===== config.mk =====
export PLATFORM = sky130hd
export DESIGN_NAME = tw_core
export DESIGN_NICKNAME = d
export VERILOG_FILES = /design/src/tw_pkg.sv /design/src/tw_ea.sv /design/src/tw_core.sv
export SDC_FILE = /design/constraint.sdc
export NUM_CORES = 1
export LEC_CHECK = 0
export BUFFER_PORTS_ARGS = -buffer_cell sky130_fd_sc_hd__buf_2
export CAP_MARGIN = 10
export CORE_MARGIN = 2
export CORE_UTILIZATION = 55
export CTS_CLUSTER_DIAMETER = 200
export CTS_CLUSTER_SIZE = 14
export DETAILED_ROUTE_END_ITERATION = 6
export GPL_TIMING_DRIVEN = 1
export MAX_ROUTING_LAYER = met4
export PLACE_DENSITY = 0.73
export RECOVER_POWER = 25
export SETUP_SLACK_MARGIN = 0.2
export SLEW_MARGIN = 20
export SYNTH_ARGS = -nofsm -noshare
export SYNTH_HDL_FRONTEND = slang
export SYNTH_SLANG_ARGS = --single-unit

===== constraint.sdc =====
create_clock -name clk -period 5.39 [get_ports clk]
set_input_delay 1.3475 -clock clk [delete_from_list [all_inputs] [get_ports clk]]
set_output_delay 1.3475 -clock clk [all_outputs]
set_load 0.05 [all_outputs]

===== src/tw_pkg.sv =====
// Package with opcodes, flag layout, register offsets, states and reset values of the core.
package tw_pkg;
   // Opcodes handled by the decoder.
   localparam logic [7:0] OP_TRAP = 8'h83;
   localparam logic [7:0] OP_WAIT = 8'h8F;
   localparam logic [7:0] OP_TST_DIR = 8'h3D;
   localparam logic [7:0] OP_TST_A = 8'h4D;
   localparam logic [7:0] OP_TST_X = 8'h5D;
   localparam logic [7:0] OP_TST_IX1 = 8'h6D;
   localparam logic [7:0] OP_TST_IX = 8'h7D;
   localparam logic [7:0] OP_PREFIX = 8'h9E;
   localparam logic [7:0] OP_CBEQ_IXP = 8'h71;
   localparam logic [7:0] OP_LDA_EXT = 8'hC6;
   localparam logic [7:0] OP_LDA_IX2 = 8'hD6;
   // Bit-test-and-branch opcodes occupy the range with a zero high nibble.
   localparam logic [3:0] OP_BRBIT_HI = 4'h0;

   // Flag register bit positions.
   localparam int F_C = 0;
   localparam int F_Z = 1;
   localparam int F_N = 2;
   localparam int F_I = 3;
   localparam int F_H = 4;
   localparam int F_V = 7;
   localparam logic [7:0] FLAGS_RST = 8'h68;

   // Vector locations; the addresses are a free choice of this core.
   localparam logic [15:0] VEC_TRAP = 16'hFFFC;
   localparam logic [15:0] VEC_IRQ = 16'hFFFA;
   localparam logic [15:0] SP_RST = 16'h00FF;
   localparam logic [15:0] PC_RST = 16'h0000;
   localparam logic [15:0] ZERO16 = 16'h0000;
   localparam logic [7:0] ZERO8 = 8'h00;
   localparam logic [2:0] PUSH_LAST = 3'h4;

   // Register port offsets.
   localparam logic [3:0] R_ACC = 4'h0;
   localparam logic [3:0] R_IDXL = 4'h1;
   localparam logic [3:0] R_IDXH = 4'h2;
   localparam logic [3:0] R_FLAGS = 4'h3;
   localparam logic [3:0] R_SPL = 4'h4;
   localparam logic [3:0] R_SPH = 4'h5;
   localparam logic [3:0] R_PCL = 4'h6;
   localparam logic [3:0] R_PCH = 4'h7;
   localparam logic [3:0] R_CTRL = 4'h8;
   localparam logic [3:0] R_STAT = 4'h9;
   localparam int CTRL_RUN = 0;

   typedef enum logic [3:0] {
      S_FETCH = 4'b0000,
      S_OP = 4'b0001,
      S_OPR1 = 4'b0010,
      S_OPR2 = 4'b0011,
      S_DATA = 4'b0100,
      S_PUSH = 4'b0101,
      S_VECH = 4'b0110,
      S_VECL = 4'b0111,
      S_WAIT = 4'b1000
   } tw_state_t;

   typedef enum logic [2:0] {
      EA_DIR = 3'b000,
      EA_EXT = 3'b001,
      EA_IX = 3'b010,
      EA_IX1 = 3'b011,
      EA_IX2 = 3'b100,
      EA_SP1 = 3'b101
   } tw_ea_t;
endpackage : tw_pkg


===== src/tw_ea.sv =====
// Effective address former for the direct, extended, indexed and stack forms.
`timescale 1ns/1ps
module tw_ea (
   input wire tw_pkg::tw_ea_t mode,
   input wire logic [15:0] idx,
   input wire logic [15:0] sp,
   input wire logic [7:0] b_hi,
   input wire logic [7:0] b_lo,
   output logic [15:0] ea
);
   always_comb begin
      case (mode)
         tw_pkg::EA_DIR: ea = {tw_pkg::ZERO8, b_lo};
         tw_pkg::EA_EXT: ea = {b_hi, b_lo};
         tw_pkg::EA_IX: ea = idx;
         tw_pkg::EA_IX1: ea = idx + {tw_pkg::ZERO8, b_lo};
         tw_pkg::EA_IX2: ea = idx + {b_hi, b_lo};
         tw_pkg::EA_SP1: ea = sp + {tw_pkg::ZERO8, b_lo};
         default: ea = idx;
      endcase
   end
endmodule : tw_ea


===== src/tw_core.sv =====
// Execution core for the trap, wait and zero-sign test group with its operand fetch.
`timescale 1ns/1ps
module tw_core (
   input wire logic clk,
   input wire logic rst,
   input wire logic irq,
   input wire logic [7:0] mem_rdata,
   output logic [15:0] mem_addr,
   output logic mem_rd,
   output logic mem_wr,
   output logic [7:0] mem_wdata,
   output logic halted,
   output logic irq_ack,
   input wire logic [3:0] reg_addr,
   input wire logic [7:0] reg_wdata,
   input wire logic reg_wr,
   input wire logic reg_rd,
   output logic [7:0] reg_rdata
);
   tw_pkg::tw_state_t state_reg, state_next;
   logic [7:0] acc_reg, acc_next;
   logic [15:0] idx_reg, idx_next;
   logic [15:0] sp_reg, sp_next;
   logic [15:0] pc_reg, pc_next;
   logic [7:0] flags_reg, flags_next;
   logic [7:0] op_reg, op_next;
   logic pfx_reg, pfx_next;
   logic [7:0] b1_reg, b1_next;
   logic [7:0] rel_reg, rel_next;
   logic [2:0] cnt_reg, cnt_next;
   logic is_irq_reg, is_irq_next;
   logic run_reg, run_next;
   logic [15:0] addr_reg, addr_next;
   logic rd_reg, rd_next;
   logic wr_reg, wr_next;
   logic [7:0] wdata_reg, wdata_next;
   logic halted_reg, halted_next;
   logic ack_reg, ack_next;
   logic [7:0] rdata_reg, rdata_next;
   tw_pkg::tw_ea_t ea_mode;
   logic [7:0] ea_hi;
   logic [15:0] ea;

   // Negative and zero flags from a value, overflow cleared; other flags kept.
   function automatic logic [7:0] nz_flags(input logic [7:0] f, input logic [7:0] v);
      logic [7:0] r;
      r = f;
      r[tw_pkg::F_V] = 1'b0;
      r[tw_pkg::F_N] = v[7];
      r[tw_pkg::F_Z] = (v == tw_pkg::ZERO8);
      return r;
   endfunction : nz_flags

   // Branch target from a signed relative offset.
   function automatic logic [15:0] br_target(input logic [15:0] pc, input logic [7:0] rel);
      return pc + {{8{rel[7]}}, rel};
   endfunction : br_target

   tw_ea u_ea (
      .mode(ea_mode),
      .idx(idx_reg),
      .sp(sp_reg),
      .b_hi(ea_hi),
      .b_lo(mem_rdata),
      .ea(ea)
   );

   // Address mode selection is made from the opcode held and the state.
   always_comb begin
      ea_hi = b1_reg;
      ea_mode = tw_pkg::EA_DIR;
      if (state_reg == tw_pkg::S_OPR1) begin
         if (op_reg == tw_pkg::OP_TST_IX1 && pfx_reg) begin
            ea_mode = tw_pkg::EA_SP1;
         end else if (op_reg == tw_pkg::OP_TST_IX1) begin
            ea_mode = tw_pkg::EA_IX1;
         end
      end else if (state_reg == tw_pkg::S_OPR2) begin
         if (op_reg == tw_pkg::OP_LDA_EXT) begin
            ea_mode = tw_pkg::EA_EXT;
         end else if (op_reg == tw_pkg::OP_LDA_IX2) begin
            ea_mode = tw_pkg::EA_IX2;
         end else begin
            ea_mode = tw_pkg::EA_DIR;
            ea_hi = tw_pkg::ZERO8;
         end
      end
   end

   always_comb begin
      state_next = state_reg;
      acc_next = acc_reg;
      idx_next = idx_reg;
      sp_next = sp_reg;
      pc_next = pc_reg;
      flags_next = flags_reg;
      op_next = op_reg;
      pfx_next = pfx_reg;
      b1_next = b1_reg;
      rel_next = rel_reg;
      cnt_next = cnt_reg;
      is_irq_next = is_irq_reg;
      run_next = run_reg;
      addr_next = addr_reg;
      rd_next = 1'b0;
      wr_next = 1'b0;
      wdata_next = wdata_reg;
      halted_next = halted_reg;
      ack_next = 1'b0;
      case (state_reg)
         tw_pkg::S_FETCH: begin
            if (irq && !flags_reg[tw_pkg::F_I]) begin
               state_next = tw_pkg::S_PUSH;
               is_irq_next = 1'b1;
               cnt_next = 3'h0;
            end else if (run_reg) begin
               addr_next = pc_reg;
               rd_next = 1'b1;
               pc_next = pc_reg + 16'h0001;
               pfx_next = 1'b0;
               state_next = tw_pkg::S_OP;
            end
         end
         tw_pkg::S_OP: begin
            op_next = mem_rdata;
            state_next = tw_pkg::S_FETCH;
            if (mem_rdata == tw_pkg::OP_PREFIX && !pfx_reg) begin
               pfx_next = 1'b1;
               addr_next = pc_reg;
               rd_next = 1'b1;
               pc_next = pc_reg + 16'h0001;
               state_next = tw_pkg::S_OP;
            end else if (pfx_reg) begin
               if (mem_rdata == tw_pkg::OP_TST_IX1) begin
                  addr_next = pc_reg;
                  rd_next = 1'b1;
                  pc_next = pc_reg + 16'h0001;
                  state_next = tw_pkg::S_OPR1;
               end
            end else if (mem_rdata == tw_pkg::OP_TST_A) begin
               flags_next = nz_flags(flags_reg, acc_reg);
            end else if (mem_rdata == tw_pkg::OP_TST_X) begin
               flags_next = nz_flags(flags_reg, idx_reg[7:0]);
            end else if (mem_rdata == tw_pkg::OP_WAIT) begin
               flags_next[tw_pkg::F_I] = 1'b0;
               halted_next = 1'b1;
               state_next = tw_pkg::S_WAIT;
            end else if (mem_rdata == tw_pkg::OP_TRAP) begin
               is_irq_next = 1'b0;
               cnt_next = 3'h0;
               state_next = tw_pkg::S_PUSH;
            end else if (mem_rdata == tw_pkg::OP_TST_IX) begin
               addr_next = idx_reg;
               rd_next = 1'b1;
               state_next = tw_pkg::S_DATA;
            end else if (mem_rdata == tw_pkg::OP_TST_DIR || mem_rdata == tw_pkg::OP_TST_IX1
                  || mem_rdata == tw_pkg::OP_LDA_EXT || mem_rdata == tw_pkg::OP_LDA_IX2
                  || mem_rdata == tw_pkg::OP_CBEQ_IXP
                  || mem_rdata[7:4] == tw_pkg::OP_BRBIT_HI) begin
               addr_next = pc_reg;
               rd_next = 1'b1;
               pc_next = pc_reg + 16'h0001;
               state_next = tw_pkg::S_OPR1;
            end
         end
         tw_pkg::S_OPR1: begin
            b1_next = mem_rdata;
            state_next = tw_pkg::S_DATA;
            rd_next = 1'b1;
            if (op_reg == tw_pkg::OP_CBEQ_IXP) begin
               rel_next = mem_rdata;
               addr_next = idx_reg;
               idx_next = idx_reg + 16'h0001;
            end else if (op_reg == tw_pkg::OP_TST_DIR || op_reg == tw_pkg::OP_TST_IX1) begin
               addr_next = ea;
            end else begin
               // Third instruction byte follows: low address byte or branch offset.
               addr_next = pc_reg;
               pc_next = pc_reg + 16'h0001;
               state_next = tw_pkg::S_OPR2;
            end
         end
         tw_pkg::S_OPR2: begin
            rd_next = 1'b1;
            state_next = tw_pkg::S_DATA;
            if (op_reg[7:4] == tw_pkg::OP_BRBIT_HI) begin
               rel_next = mem_rdata;
               addr_next = {tw_pkg::ZERO8, b1_reg};
            end else begin
               addr_next = ea;
            end
         end
         tw_pkg::S_DATA: begin
            state_next = tw_pkg::S_FETCH;
            if (op_reg == tw_pkg::OP_LDA_EXT || op_reg == tw_pkg::OP_LDA_IX2) begin
               acc_next = mem_rdata;
               flags_next = nz_flags(flags_reg, mem_rdata);
            end else if (op_reg == tw_pkg::OP_CBEQ_IXP) begin
               if (acc_reg == mem_rdata) begin
                  pc_next = br_target(pc_reg, rel_reg);
               end
            end else if (op_reg[7:4] == tw_pkg::OP_BRBIT_HI) begin
               // Even opcodes branch on a set bit, odd ones on a clear bit.
               flags_next[tw_pkg::F_C] = mem_rdata[op_reg[3:1]];
               if (mem_rdata[op_reg[3:1]] != op_reg[0]) begin
                  pc_next = br_target(pc_reg, rel_reg);
               end
            end else begin
               flags_next = nz_flags(flags_reg, mem_rdata);
            end
         end
         tw_pkg::S_PUSH: begin
            addr_next = sp_reg;
            wr_next = 1'b1;
            sp_next = sp_reg - 16'h0001;
            case (cnt_reg)
               3'h0: wdata_next = pc_reg[7:0];
               3'h1: wdata_next = pc_reg[15:8];
               3'h2: wdata_next = idx_reg[7:0];
               3'h3: wdata_next = acc_reg;
               default: wdata_next = flags_reg;
            endcase
            cnt_next = cnt_reg + 3'h1;
            if (cnt_reg == tw_pkg::PUSH_LAST) begin
               state_next = tw_pkg::S_VECH;
            end
         end
         tw_pkg::S_VECH: begin
            // The stacked flags already left; the mask is set for the handler.
            flags_next[tw_pkg::F_I] = 1'b1;
            addr_next = is_irq_reg ? tw_pkg::VEC_IRQ : tw_pkg::VEC_TRAP;
            rd_next = 1'b1;
            state_next = tw_pkg::S_VECL;
            cnt_next = 3'h0;
         end
         tw_pkg::S_VECL: begin
            if (cnt_reg == 3'h0) begin
               pc_next[15:8] = mem_rdata;
               addr_next = addr_reg + 16'h0001;
               rd_next = 1'b1;
               cnt_next = 3'h1;
            end else begin
               pc_next[7:0] = mem_rdata;
               ack_next = is_irq_reg;
               state_next = tw_pkg::S_FETCH;
            end
         end
         tw_pkg::S_WAIT: begin
            // No memory traffic while stopped; only register port writes or an unmasked interrupt change registers.
            if (irq && !flags_reg[tw_pkg::F_I]) begin
               halted_next = 1'b0;
               is_irq_next = 1'b1;
               cnt_next = 3'h0;
               state_next = tw_pkg::S_PUSH;
            end
         end
         default: state_next = tw_pkg::S_FETCH;
      endcase
      // Software writes take priority over the core in the same cycle.
      if (reg_wr) begin
         if (reg_addr == tw_pkg::R_ACC) begin
            acc_next = reg_wdata;
         end else if (reg_addr == tw_pkg::R_IDXL) begin
            idx_next[7:0] = reg_wdata;
         end else if (reg_addr == tw_pkg::R_IDXH) begin
            idx_next[15:8] = reg_wdata;
         end else if (reg_addr == tw_pkg::R_FLAGS) begin
            flags_next = reg_wdata;
         end else if (reg_addr == tw_pkg::R_SPL) begin
            sp_next[7:0] = reg_wdata;
         end else if (reg_addr == tw_pkg::R_SPH) begin
            sp_next[15:8] = reg_wdata;
         end else if (reg_addr == tw_pkg::R_PCL) begin
            pc_next[7:0] = reg_wdata;
         end else if (reg_addr == tw_pkg::R_PCH) begin
            pc_next[15:8] = reg_wdata;
         end else if (reg_addr == tw_pkg::R_CTRL) begin
            run_next = reg_wdata[tw_pkg::CTRL_RUN];
         end
      end
      rdata_next = tw_pkg::ZERO8;
      if (reg_rd) begin
         if (reg_addr == tw_pkg::R_ACC) begin
            rdata_next = acc_reg;
         end else if (reg_addr == tw_pkg::R_IDXL) begin
            rdata_next = idx_reg[7:0];
         end else if (reg_addr == tw_pkg::R_IDXH) begin
            rdata_next = idx_reg[15:8];
         end else if (reg_addr == tw_pkg::R_FLAGS) begin
            rdata_next = flags_reg;
         end else if (reg_addr == tw_pkg::R_SPL) begin
            rdata_next = sp_reg[7:0];
         end else if (reg_addr == tw_pkg::R_SPH) begin
            rdata_next = sp_reg[15:8];
         end else if (reg_addr == tw_pkg::R_PCL) begin
            rdata_next = pc_reg[7:0];
         end else if (reg_addr == tw_pkg::R_PCH) begin
            rdata_next = pc_reg[15:8];
         end else if (reg_addr == tw_pkg::R_CTRL) begin
            rdata_next = {7'h00, run_reg};
         end else if (reg_addr == tw_pkg::R_STAT) begin
            rdata_next = {3'h0, halted_reg, state_reg};
         end
      end
   end

   always_ff @(posedge clk) begin
      if (rst) begin
         state_reg <= tw_pkg::S_FETCH;
         acc_reg <= tw_pkg::ZERO8;
         idx_reg <= tw_pkg::ZERO16;
         sp_reg <= tw_pkg::SP_RST;
         pc_reg <= tw_pkg::PC_RST;
         flags_reg <= tw_pkg::FLAGS_RST;
         op_reg <= tw_pkg::ZERO8;
         pfx_reg <= 1'b0;
         b1_reg <= tw_pkg::ZERO8;
         rel_reg <= tw_pkg::ZERO8;
         cnt_reg <= 3'h0;
         is_irq_reg <= 1'b0;
         run_reg <= 1'b0;
         addr_reg <= tw_pkg::ZERO16;
         rd_reg <= 1'b0;
         wr_reg <= 1'b0;
         wdata_reg <= tw_pkg::ZERO8;
         halted_reg <= 1'b0;
         ack_reg <= 1'b0;
         rdata_reg <= tw_pkg::ZERO8;
      end else begin
         state_reg <= state_next;
         acc_reg <= acc_next;
         idx_reg <= idx_next;
         sp_reg <= sp_next;
         pc_reg <= pc_next;
         flags_reg <= flags_next;
         op_reg <= op_next;
         pfx_reg <= pfx_next;
         b1_reg <= b1_next;
         rel_reg <= rel_next;
         cnt_reg <= cnt_next;
         is_irq_reg <= is_irq_next;
         run_reg <= run_next;
         addr_reg <= addr_next;
         rd_reg <= rd_next;
         wr_reg <= wr_next;
         wdata_reg <= wdata_next;
         halted_reg <= halted_next;
         ack_reg <= ack_next;
         rdata_reg <= rdata_next;
      end
   end

   assign mem_addr = addr_reg;
   assign mem_rd = rd_reg;
   assign mem_wr = wr_reg;
   assign mem_wdata = wdata_reg;
   assign halted = halted_reg;
   assign irq_ack = ack_reg;
   assign reg_rdata = rdata_reg;
endmodule : tw_core


Word level (Yosys, flattened, before mapping) --
Index checks and enable logic that the tools add are counted.
Word-level totals: register bits after elaboration 134, latch bits 0, memory bits (writable) 0, bits in read-only memories 0, output and inout bits 36, logic and storage cells 319, memories kept 0
Cells by class: add/subtract/negate cells 9, $mul 0, div/mod/pow operators 0, $lt $le $gt $ge 1, equal/unequal tests 67, shifts and indexed selects 0, muxes and demuxes 173, bitwise operators 10, reduce and logical (&&, ||, !) cells 39
Operators with widths (number):
- $mux W16 | 50
- $mux W8 | 39
- $pmux W16 S5 | 2
- $pmux W16 S7 | 1
- $mux W3 | 19
- $eq A8 B7 Y1 const B | 7
- $eq A8 B8 Y1 const B | 7
- $add A16 B1 Y16 const B | 3
- $mux W4 | 11
- $mux W1 | 33
- $add A16 B16 Y16 | 2
- $add A16 B8 Y16 | 2
- $eq A4 B3 Y1 const B | 8
- $pmux W4 S8 | 1
- $pmux W8 S4 | 1
- $ne A2 B2 Y1 const B | 14
- $logic_not A8 Y1 | 3
- $ne A4 B4 Y1 const B | 5
- $reduce_and A10 Y1 | 2
- $eq A4 B2 Y1 const B | 4
- $eq A8 B6 Y1 const B | 2
- $logic_not A4 Y1 | 4
- $pmux W8 S2 | 1
- $sub A16 B1 Y16 const B | 1
- 37 further kinds | 77

Depth between registers and ports, before layout --
Gate-level depths: netlist of the first run.
depth in word-level cells 24, gate-level depth with buffers 18, mapped depth without buffers 15

Cells and area by module --
From an unflattened synthesis of the first run, not the netlist that was laid out.
Second synthesis, totals: cells, all modules 1617, area total of the unflattened synthesis 12037.8 µm²
Modules (own cells, without submodules):
- tw_core | times used 1, cells each 1316, area an instance 9985.8 µm², sequential area each 2682.6 µm²
- tw_ea | times used 1, cells each 301, area an instance 2052.0 µm², sequential area each 0.0 µm²

Worst setup path before layout of the first run --
No wires, ideal clock.
kind reg-to-reg, start reg state_reg[0], end reg addr_reg[13] (netlist: mem_addr[13]), library setup time 0.129 ns, data arrival time 3.903 ns, slack 1.358 ns, cell stages (with the launch flop) 16, path buffers 3, path through dfxtp_1 > clkbuf_1 > nor4b_1 > nand4_1 > clkbuf_1 > clkbuf_1 > mux2_2 > ha_1 > o21ai_0 > o21ai_0 > a21oi_1 > nor4_1 > nand2_1 > xor2_1 > a221oi_1 > o41ai_1
Between the ends: word-level cells in the longest chain between the ends 8, elaborated cells on any way between the ends 33, those cells by class 1 x add/sub; 19 x eq/ne; 9 x mux; 4 x reduce/logical
RTL lines:
- from (decl) | RTL line tw_core.sv:20 | tw_pkg::tw_state_t state_reg, state_next;
- from (signal assigned) | RTL line tw_core.sv:309 | state_reg <= tw_pkg::S_FETCH;
- from (signal assigned) | RTL line tw_core.sv:330 | state_reg <= state_next;
- $eq A4 B2 Y1 | RTL line tw_core.sv:78, tw_core.sv:110
- $mux W8 / $mux W3 (equally long branches) | RTL line tw_core.sv:78 | end else if (state_reg == tw_pkg::S_OPR2) begin
- $mux W8 / $mux W3 (equally long branches) | RTL line tw_core.sv:72 | if (state_reg == tw_pkg::S_OPR1) begin
- $add A16 B16 Y16, or another cell as far along | RTL line tw_ea.sv:17 | tw_pkg::EA_IX2: ea = idx + {b_hi, b_lo};
- $pmux W16 S5 | RTL line tw_ea.sv:12 | case (mode)
- $mux W16 | RTL line tw_core.sv:174 | end else if (op_reg == tw_pkg::OP_TST_DIR || op_reg == tw_pkg::OP_TST_IX1) begin
- $mux W16 | RTL line tw_core.sv:170 | if (op_reg == tw_pkg::OP_CBEQ_IXP) begin
- $pmux W16 S7 | RTL line tw_core.sv:110 | case (state_reg)
- to (signal assigned) | RTL line tw_core.sv:322 | addr_reg <= tw_pkg::ZERO16;
- to (signal assigned) | RTL line tw_core.sv:343 | addr_reg <= addr_next;
- to (decl) | RTL line tw_core.sv:33 | logic [15:0] addr_reg, addr_next;
Several ways; a longest one is shown, not always the timed one. A chain may end at the register's enable or synchronous reset.

Worst setup path in the final report of the first run --
start reg op_reg[5], end reg addr_reg[13] (netlist: mem_addr[13])
Between the ends: word-level cells in the longest chain between the ends 10, elaborated cells on any way between the ends 29, those cells by class 1 x add/sub; 9 x eq/ne; 15 x mux; 4 x reduce/logical
RTL lines:
- from (decl) | RTL line tw_core.sv:26 | logic [7:0] op_reg, op_next;
- from (signal assigned) | RTL line tw_core.sv:315 | op_reg <= tw_pkg::ZERO8;
- from (signal assigned) | RTL line tw_core.sv:336 | op_reg <= op_next;
- $eq A8 B8 Y1 | RTL line tw_core.sv:81 | end else if (op_reg == tw_pkg::OP_LDA_IX2) begin
- $mux W8 / $mux W3 (equally long branches) | RTL line tw_core.sv:81
- $mux W8 / $mux W3 (equally long branches) | RTL line tw_core.sv:79 | if (op_reg == tw_pkg::OP_LDA_EXT) begin
- $mux W8 / $mux W3 (equally long branches) | RTL line tw_core.sv:78
- $mux W8 / $mux W3 (equally long branches) | RTL line tw_core.sv:72
- $add A16 B16 Y16, or another cell as far along | RTL line tw_ea.sv:17
- $pmux W16 S5 | RTL line tw_ea.sv:12
- $mux W16 | RTL line tw_core.sv:174
- $mux W16 | RTL line tw_core.sv:170
- $pmux W16 S7 (*) | RTL line tw_core.sv:110
Mark *: on every way between the ends. The rest lies on a longest branch, timed or not.

==> results of run 1 <==
## power breakdown
| part | internal [W] | switching [W] | total (W) |
|---|---|---|---|
| sequential | 0.00101 | 0.0000435 | 0.00105 |
| clock | 0.000606 | 0.000541 | 0.00115 |
| combinational | 0.000101 | 0.000211 | 0.000312 |
| total | 0.00171 | 0.000796 | 0.00251 |
## area by class of cell
type	count	area [µm²]	share of cell area [%]
inverters	35	131.4	1.052
flip-flops and latches	134	2683	21.48
multi-input cells	1287	8302	66.46
clock inverters	15	137.6	1.102
clock buffers	17	425.4	3.406
repair buffers	87	465.4	3.726
diodes	1	2.502	0.02003
well taps	275	344.1	2.755
## worst reg2reg max path: stages, from the launching register on
cell and delay (ns):
sky130_fd_sc_hd__dfxtp_1 0.40, sky130_fd_sc_hd__nor4bb_1 0.61, sky130_fd_sc_hd__nand4_1 0.51, sky130_fd_sc_hd__mux2_2 0.43
sky130_fd_sc_hd__ha_1 0.33, sky130_fd_sc_hd__o21ai_0 0.15, sky130_fd_sc_hd__o21ai_0 0.35, sky130_fd_sc_hd__a21oi_1 0.19
sky130_fd_sc_hd__nor4_1 0.70, sky130_fd_sc_hd__nand2_1 0.14, sky130_fd_sc_hd__xor2_1 0.20, sky130_fd_sc_hd__a221oi_1 0.24
sky130_fd_sc_hd__o41ai_1 0.10
## worst min path at each step
| stage | startpoint | endpoint | slack (ns) |
|---|---|---|---|
| floorplan | flags_reg[4] | flags_reg[4] | 0.45 |
| global placement | mem_wdata[2] | mem_wdata[2] | 0.48 |
| detailed placement | mem_wdata[2] | mem_wdata[2] | 0.48 |
| CTS | flags_reg[4] | flags_reg[4] | 0.49 |
| global route | mem_wdata[3] | mem_wdata[3] | 0.52 |
| finish | mem_wdata[2] | mem_wdata[2] | 0.49 |
## Yosys cell counts (8+ instances only)
library cell               number
sky130_fd_sc_hd__o21ai_0      102
sky130_fd_sc_hd__a21oi_1      115
sky130_fd_sc_hd__mux2i_1       37
sky130_fd_sc_hd__nand4_1       15
sky130_fd_sc_hd__a222oi_1      10
sky130_fd_sc_hd__o221ai_1       9
sky130_fd_sc_hd__o211ai_1      17
sky130_fd_sc_hd__xor2_1        48
sky130_fd_sc_hd__a311oi_1      28
sky130_fd_sc_hd__nor4_1        18
sky130_fd_sc_hd__ha_1          49
sky130_fd_sc_hd__inv_1         34
sky130_fd_sc_hd__nand2_1      179
sky130_fd_sc_hd__and3_1        22
sky130_fd_sc_hd__nand2b_1      13
sky130_fd_sc_hd__or2_2         11
sky130_fd_sc_hd__dfxtp_1      134
sky130_fd_sc_hd__nand3_1       50
sky130_fd_sc_hd__nor2b_1       13
sky130_fd_sc_hd__a21o_1        11
sky130_fd_sc_hd__and2_1        14
sky130_fd_sc_hd__a31oi_1        8
sky130_fd_sc_hd__nor2_1       184
sky130_fd_sc_hd__a221o_1       11
sky130_fd_sc_hd__a221oi_1      33
sky130_fd_sc_hd__clkbuf_1     108
sky130_fd_sc_hd__or3_1         20
sky130_fd_sc_hd__nor3_1        28
sky130_fd_sc_hd__a211oi_1      50
sky130_fd_sc_hd__mux2_2        11
sky130_fd_sc_hd__xnor2_1       47
sky130_fd_sc_hd__a22oi_1       17
sky130_fd_sc_hd__buf_1         11
## cell usage in the layout, fill, tap and decap left out, types with 20 or more instances in the layout
master / synthesis / layout
sky130_fd_sc_hd__buf_2: 3 / 30
sky130_fd_sc_hd__dfxtp_1: 134 / 134
sky130_fd_sc_hd__a211oi_1: 50 / 50
sky130_fd_sc_hd__xnor2_1: 47 / 47
sky130_fd_sc_hd__or3_1: 20 / 20
sky130_fd_sc_hd__a311oi_1: 28 / 28
sky130_fd_sc_hd__nand3_1: 50 / 50
sky130_fd_sc_hd__a221oi_1: 33 / 33
sky130_fd_sc_hd__inv_1: 34 / 34
sky130_fd_sc_hd__nor3_1: 28 / 27
sky130_fd_sc_hd__buf_4: 1 / 27
sky130_fd_sc_hd__xor2_1: 48 / 48
sky130_fd_sc_hd__a21oi_1: 115 / 114
sky130_fd_sc_hd__o21ai_0: 102 / 102
sky130_fd_sc_hd__clkbuf_1: 108 / 30
sky130_fd_sc_hd__and3_1: 22 / 22
sky130_fd_sc_hd__mux2i_1: 37 / 37
sky130_fd_sc_hd__nand2_1: 179 / 179
sky130_fd_sc_hd__ha_1: 49 / 49
sky130_fd_sc_hd__nor2_1: 184 / 184
## cell families (layout without fill, tap and decap cells)
group / Yosys count / count (layout)
AND/OR/NAND/NOR: 610 / 610
AO/OA/AOI/OAI: 477 / 477
buffers and inverters: 161 / 154
flip-flops: 134 / 134
XOR/XNOR: 95 / 95
multiplexers: 53 / 53
adder cells (fa/ha/maj): 52 / 52
other: 0 / 1
## stage by stage
stage	hold WS (ns)	instance area [µm²]	setup WS, ns
finish	0.4942	12490	0.8032
global route	0.5223	12490	0.4275
CTS	0.4891	12520	1.061
detailed placement	0.4791	11960	0.6282
global placement	0.4761	11960	0.7538
floorplan	0.4485	11580	1.358
## metal layers
layer / GRT usage [%] / vias to the layer above / share of wire (%)
li1: - / 5834 / -
met3: 9.572 / 297 / 12
met5: - / - / 0
met1: 53.12 / 5998 / 37
met4: 29.62 / 0 / 8.3
met2: 65.37 / 875 / 43
==> results_dict.tcl, run 1 <==
set metrics [dict create \
    run_status "finished, violations left" \
    violated_checks "design-rule violations, max-capacitance violations, max-slew violations" \
    r2r_path_start "op_reg[5]" \
    worst_min_delay_path_category "reg2reg" \
    synth_largest_type_area_fraction_pct 23.16 \
    fraction_of_the_yosys_area_taken_by_sequential_cells_pct 23.16 \
    synth-adder-area-share_pct 5.812 \
    viasPerCell 7.025 \
    final_nets 1639 \
    synth_edf_count 0 \
    final.setup_skew_ns 0.01226 \
    timing.hold.worst_path_depth 2 \
    ioPinCount 61 \
    postSynth.topFlopCell "sky130_fd_sc_hd__dfxtp_1" \
    finish.utilization_pct 59.99 \
    clock_sink_count 134 \
    grt_pass1_wl_um 71880 \
    drcViolationCount 12 \
    detail_route.first_pass.iterations 7 \
    floorplan.die.width_um 149.1 \
    cpLargestDelayFamily "simple AND/OR/NAND/NOR gates" \
    synth.area.mux_share_pct 5.240 \
    grt_overflow_total 0 \
    drt.antenna.violating_nets 0 \
    final_period_minus_worst_setup_slack_ns 4.587 \
    worstSetupPathDepth 12 \
    io_buffers 60 \
    cpPeakStageDelay_ns 0.70 \
    slew_headroom_pct -107.5 \
    floorplan.rows 53 \
    asyncSetResetFlopFracSynth_pct 0 \
    tritoncts "done" \
    initialDrtViolationCount 1791 \
    starting_density_of_the_core_pct 55.62 \
    worst-path-buf-inv 0 \
    core-area_mm2 0.02082 \
    via_count_of_the_first_global_routing_pass 12130 \
    rsz0062_at_grt "false" \
    worst_ep_arrival_time_ns 4.79 \
    placed_cells 1818 \
    initial_antenna_violation_count 2 \
    syn-num-nets 1659 \
    area_growth_syn_to_layout_pct 7.854 \
    worstPathCellList "nor4bb_1 > nand4_1 > mux2_2 > ha_1 > o21ai_0 > o21ai_0 > a21oi_1 > nor4_1 > nand2_1 > xor2_1 > a221oi_1 > o41ai_1" \
    clk_pin_slew_ns 0.07 \
    critical_path_cell_with_the_highest_stage_delay "sky130_fd_sc_hd__nor4_1" \
    htreeDepth 4 \
    final.period_utilization_pct 85.10 \
    synth_compound_gate_area_share_pct 27.70 \
    crit_required_ns 5.59 \
    synth_area_mm2 0.01158 \
    fmax_mhz 218.0 \
    syn-instance-count 1582 \
    clock-root-buffer "sky130_fd_sc_hd__clkbuf_16" \
    critPathLaunchType "register" \
    synth_xor_xnor_area_share_pct 7.185 \
    synth.ff_latch_count 134 \
    reg2reg_to "mem_addr[13]" \
    synthDominantAreaCellType "sky130_fd_sc_hd__dfxtp_1" \
    postCtsSetupRepairBufs 0 \
    timing.critical_path.to "mem_addr[13]" \
    power_leakage_nw 4.570 \
    ys.warnings.count 0 \
    die-area_mm2 0.02223 \
    finalNonFillerCells 1851 \
    place.gp.congestion 1.038 \
    avgSynthCellArea_um2 7.321 \
    setup.worst_path.end_class "register" \
    die_height_um 149.1 \
    slew_violations 66 \
    final_hold_viol_count 0 \
    worstSetupStartpoint "op_reg[5]" \
    wl_per_cell_um 25.66 \
    num_vias 13000 \
    drv_cap 1 \
    post_synth_and_or_nand_nor_area_fraction_pct 25.53 \
    synth_cell_type_count 79 \
    fin_total_pwr_w 0.002510 \
    regToRegSetupSlack_ns 0.80 \
    synth.area.top_cells "sky130_fd_sc_hd__dfxtp_1 (23%), sky130_fd_sc_hd__nor2_1 (6.0%), sky130_fd_sc_hd__nand2_1 (5.8%)" \
    power.ir.vdd_worst_uv 205.1 \
    clock_tree.buffer_depth 2 \
    grt_use_total_pct 43.89 \
    r2r_cells 12 \
    worst_skew_pair.late_latency_ns 0.44 \
    num-fill-cells 2028 \
    post_route_cells_drive_above_1_share_pct 8.508 \
    largest_family_of_logic_cells_by_synthesized_area "compound AO/OA/AOI/OAI gates" \
    ctsHoldBuffers 0 \
    hpwl_um 34120 \
    worst-setup-path-type "reg2reg" \
    postRouteWirelength_um 47490 \
    crit_path_frequent_cell "sky130_fd_sc_hd__o21ai_0" \
    cp_max_fo 10 \
    setup-tns-final_ns 0 \
    cts_made_buffers 17 \
    setup_viol 0 \
    post_cts.resized_instances 0 \
    grt_max_degree 68 \
    powerDensity_mw_per_mm2 200.9 \
    worst_pin_slew_ns 3.112 \
]
(Power assumes the default switching activity.)
==> inputs of run 2 (changes only) <==
--- a/config.mk
+++ b/config.mk
@@ -7,14 +7,16 @@
 export LEC_CHECK = 0
 export BUFFER_PORTS_ARGS = -buffer_cell sky130_fd_sc_hd__buf_2
 export CAP_MARGIN = 10
+export CELL_PAD_IN_SITES_DETAIL_PLACEMENT = 1
+export CELL_PAD_IN_SITES_GLOBAL_PLACEMENT = 1
 export CORE_MARGIN = 2
-export CORE_UTILIZATION = 55
+export CORE_UTILIZATION = 47
 export CTS_CLUSTER_DIAMETER = 200
 export CTS_CLUSTER_SIZE = 14
 export DETAILED_ROUTE_END_ITERATION = 6
 export GPL_TIMING_DRIVEN = 1
 export MAX_ROUTING_LAYER = met4
-export PLACE_DENSITY = 0.73
+export PLACE_DENSITY_LB_ADDON = 0.1
 export RECOVER_POWER = 25
 export SETUP_SLACK_MARGIN = 0.2
 export SLEW_MARGIN = 20
==> results_dict.tcl, run 2 (synthesized netlist as in run 1, its figures left out) <==
set metrics [dict create \
    run_status "finished, violations left" \
    violated_checks "max-capacitance violations, max-slew violations" \
    postCtsSetupRepairBufs 0 \
    slew_violations 75 \
    drcViolationCount 0 \
    crit_required_ns 5.57 \
    cpPeakStageDelay_ns 0.77 \
    worstSetupPathDepth 14 \
    clk_pin_slew_ns 0.07 \
    detail_route.first_pass.iterations 6 \
    starting_density_of_the_core_pct 47.76 \
    grt_pass1_wl_um 79900 \
    floorplan.rows 57 \
    final.setup_skew_ns 0.01176 \
    power_leakage_nw 4.626 \
    grt_overflow_total 0 \
    grt_use_total_pct 41.52 \
    drt.antenna.violating_nets 0 \
    worst-setup-path-type "reg2reg" \
    wl_per_cell_um 27.85 \
    hpwl_um 38650 \
    htreeDepth 4 \
    r2r_path_start "op_reg[5]" \
    critPathLaunchType "register" \
    worst-path-buf-inv 2 \
    final.period_utilization_pct 84.12 \
    clock_tree.buffer_depth 2 \
    crit_path_frequent_cell "sky130_fd_sc_hd__buf_4" \
    antenna_cells 0 \
    ioPinCount 61 \
    slew_headroom_pct -155.7 \
    final_period_minus_worst_setup_slack_ns 4.534 \
    mostFrequentLayoutCell "sky130_fd_sc_hd__nor2_1" \
    setup_viol 0 \
    power.ir.vdd_worst_uv 176.6 \
    die_height_um 161.0 \
    area_growth_syn_to_layout_pct 8.622 \
    timing.hold.worst_path_depth 2 \
    grt_max_degree 76 \
    place_worst_setup_slack_ns 1.085 \
    powerDensity_mw_per_mm2 202.9 \
    drv_cap 1 \
    seqCellArea_mm2 0.002683 \
    timing.critical_path.to "mem_addr[13]" \
    via_count_of_the_first_global_routing_pass 13020 \
    cp_max_fo 15 \
    regToRegSetupSlack_ns 0.86 \
    final_cell_mix "sky130_fd_sc_hd__nor2_1 (184), sky130_fd_sc_hd__nand2_1 (179), sky130_fd_sc_hd__dfxtp_1 (134)" \
    worst_skew_pair.late_latency_ns 0.45 \
    clock-root-buffer "sky130_fd_sc_hd__clkbuf_16" \
    worst_pin_slew_ns 3.835 \
    final_nets 1641 \
    multi_input_comb_area_mm2 0.008287 \
    setup-tns-final_ns 0 \
    worst_min_delay_path_category "reg2reg" \
    die-area_mm2 0.02591 \
    final.setup.worst_slack_ns 0.8557 \
    tritoncts "done" \
    initialDrtViolationCount 1344 \
    r2r_cells 14 \
    fmax_mhz 220.5 \
    initial_antenna_violation_count 0 \
    floorplan.die.width_um 161.0 \
    worstSetupStartpoint "op_reg[5]" \
    clock_sink_count 134 \
    worst_ep_arrival_time_ns 4.72 \
    num-fill-cells 3086 \
    cts_made_buffers 17 \
    place.gp.congestion 0.9699 \
    postRouteWirelength_um 52950 \
    setup.worst_path.end_class "register" \
    num_vias 13150 \
    ctsHoldBuffers 0 \
    post_cts.resized_instances 0 \
    fin_total_pwr_w 0.002553 \
    reg2reg_to "mem_addr[13]" \
    rsz0062_at_grt "false" \
    post_route_cells_drive_above_1_share_pct 8.941 \
    finish.utilization_pct 51.88 \
    cpLargestDelayFamily "simple AND/OR/NAND/NOR gates" \
    critical_path_cell_with_the_highest_stage_delay "sky130_fd_sc_hd__nor4_1" \
    worstPathCellList "nor4bb_1 > buf_4 > nand4_1 > buf_4 > a21o_1 > ha_1 > a211oi_1 > o21ai_0 > a21oi_1 > nor4_1 > nand2_1 > xor2_1 > a221oi_1 > o41ai_1" \
    io_buffers 60 \
    viasPerCell 6.918 \
    core-area_mm2 0.02425 \
    final_hold_viol_count 0 \
]
## run 2: worst reg2reg max path: stages (launching register included)
cell and delay [ns]:
sky130_fd_sc_hd__dfxtp_1 0.40, sky130_fd_sc_hd__nor4bb_1 0.36, sky130_fd_sc_hd__buf_4 0.19, sky130_fd_sc_hd__nand4_1 0.36, sky130_fd_sc_hd__buf_4 0.37, sky130_fd_sc_hd__a21o_1 0.21, sky130_fd_sc_hd__ha_1 0.29, sky130_fd_sc_hd__a211oi_1 0.09
sky130_fd_sc_hd__o21ai_0 0.34, sky130_fd_sc_hd__a21oi_1 0.18, sky130_fd_sc_hd__nor4_1 0.77, sky130_fd_sc_hd__nand2_1 0.14, sky130_fd_sc_hd__xor2_1 0.20, sky130_fd_sc_hd__a221oi_1 0.26, sky130_fd_sc_hd__o41ai_1 0.11
## run 2: how the worst min path moves through the flow
stage,from,to,slack [ns]
after floorplan,flags_reg[4],flags_reg[4],0.45
after global placement,flags_reg[4],flags_reg[4],0.48
after detailed placement,mem_wdata[7],mem_wdata[7],0.48
after CTS,mem_wdata[7],mem_wdata[7],0.49
after global routing,mem_wdata[2],mem_wdata[2],0.51
final,mem_wdata[7],mem_wdata[7],0.49
## run 2: power breakdown
part | switching, W | internal (W)
logic | 0.000217 | 0.000101
registers | 0.0000448 | 0.00101
clock network | 0.000562 | 0.000621
## run 2: final cells by class
| class | instances | share of cell area, % |
|---|---|---|
| sequential | 134 | 21.32 |
| tap | 324 | 3.223 |
| timing repair buffer | 89 | 3.998 |
| inverter | 35 | 1.044 |
| clock buffer | 18 | 3.491 |
| multi-input combinational | 1287 | 65.87 |
| clock inverter | 14 | 1.044 |
## run 2: per-layer routing
metal | GRT usage (%) | routed length, µm
met1 | 49.46 | 20980
met4 | 24.80 | 3762
met3 | 8.064 | 4393
met2 | 65.28 | 23810
met5 | - | 0
## run 2: per-stage QoR
step | hold WS [ns] | std cells | area (µm²)
floorplan | 0.4485 | 1582 | 11580
global placement | 0.4792 | 1869 | 12040
detailed placement | 0.4791 | 1869 | 12040
CTS | 0.4914 | 1901 | 12610
global route | 0.5141 | 1901 | 12580
finish | 0.4928 | 1901 | 12580
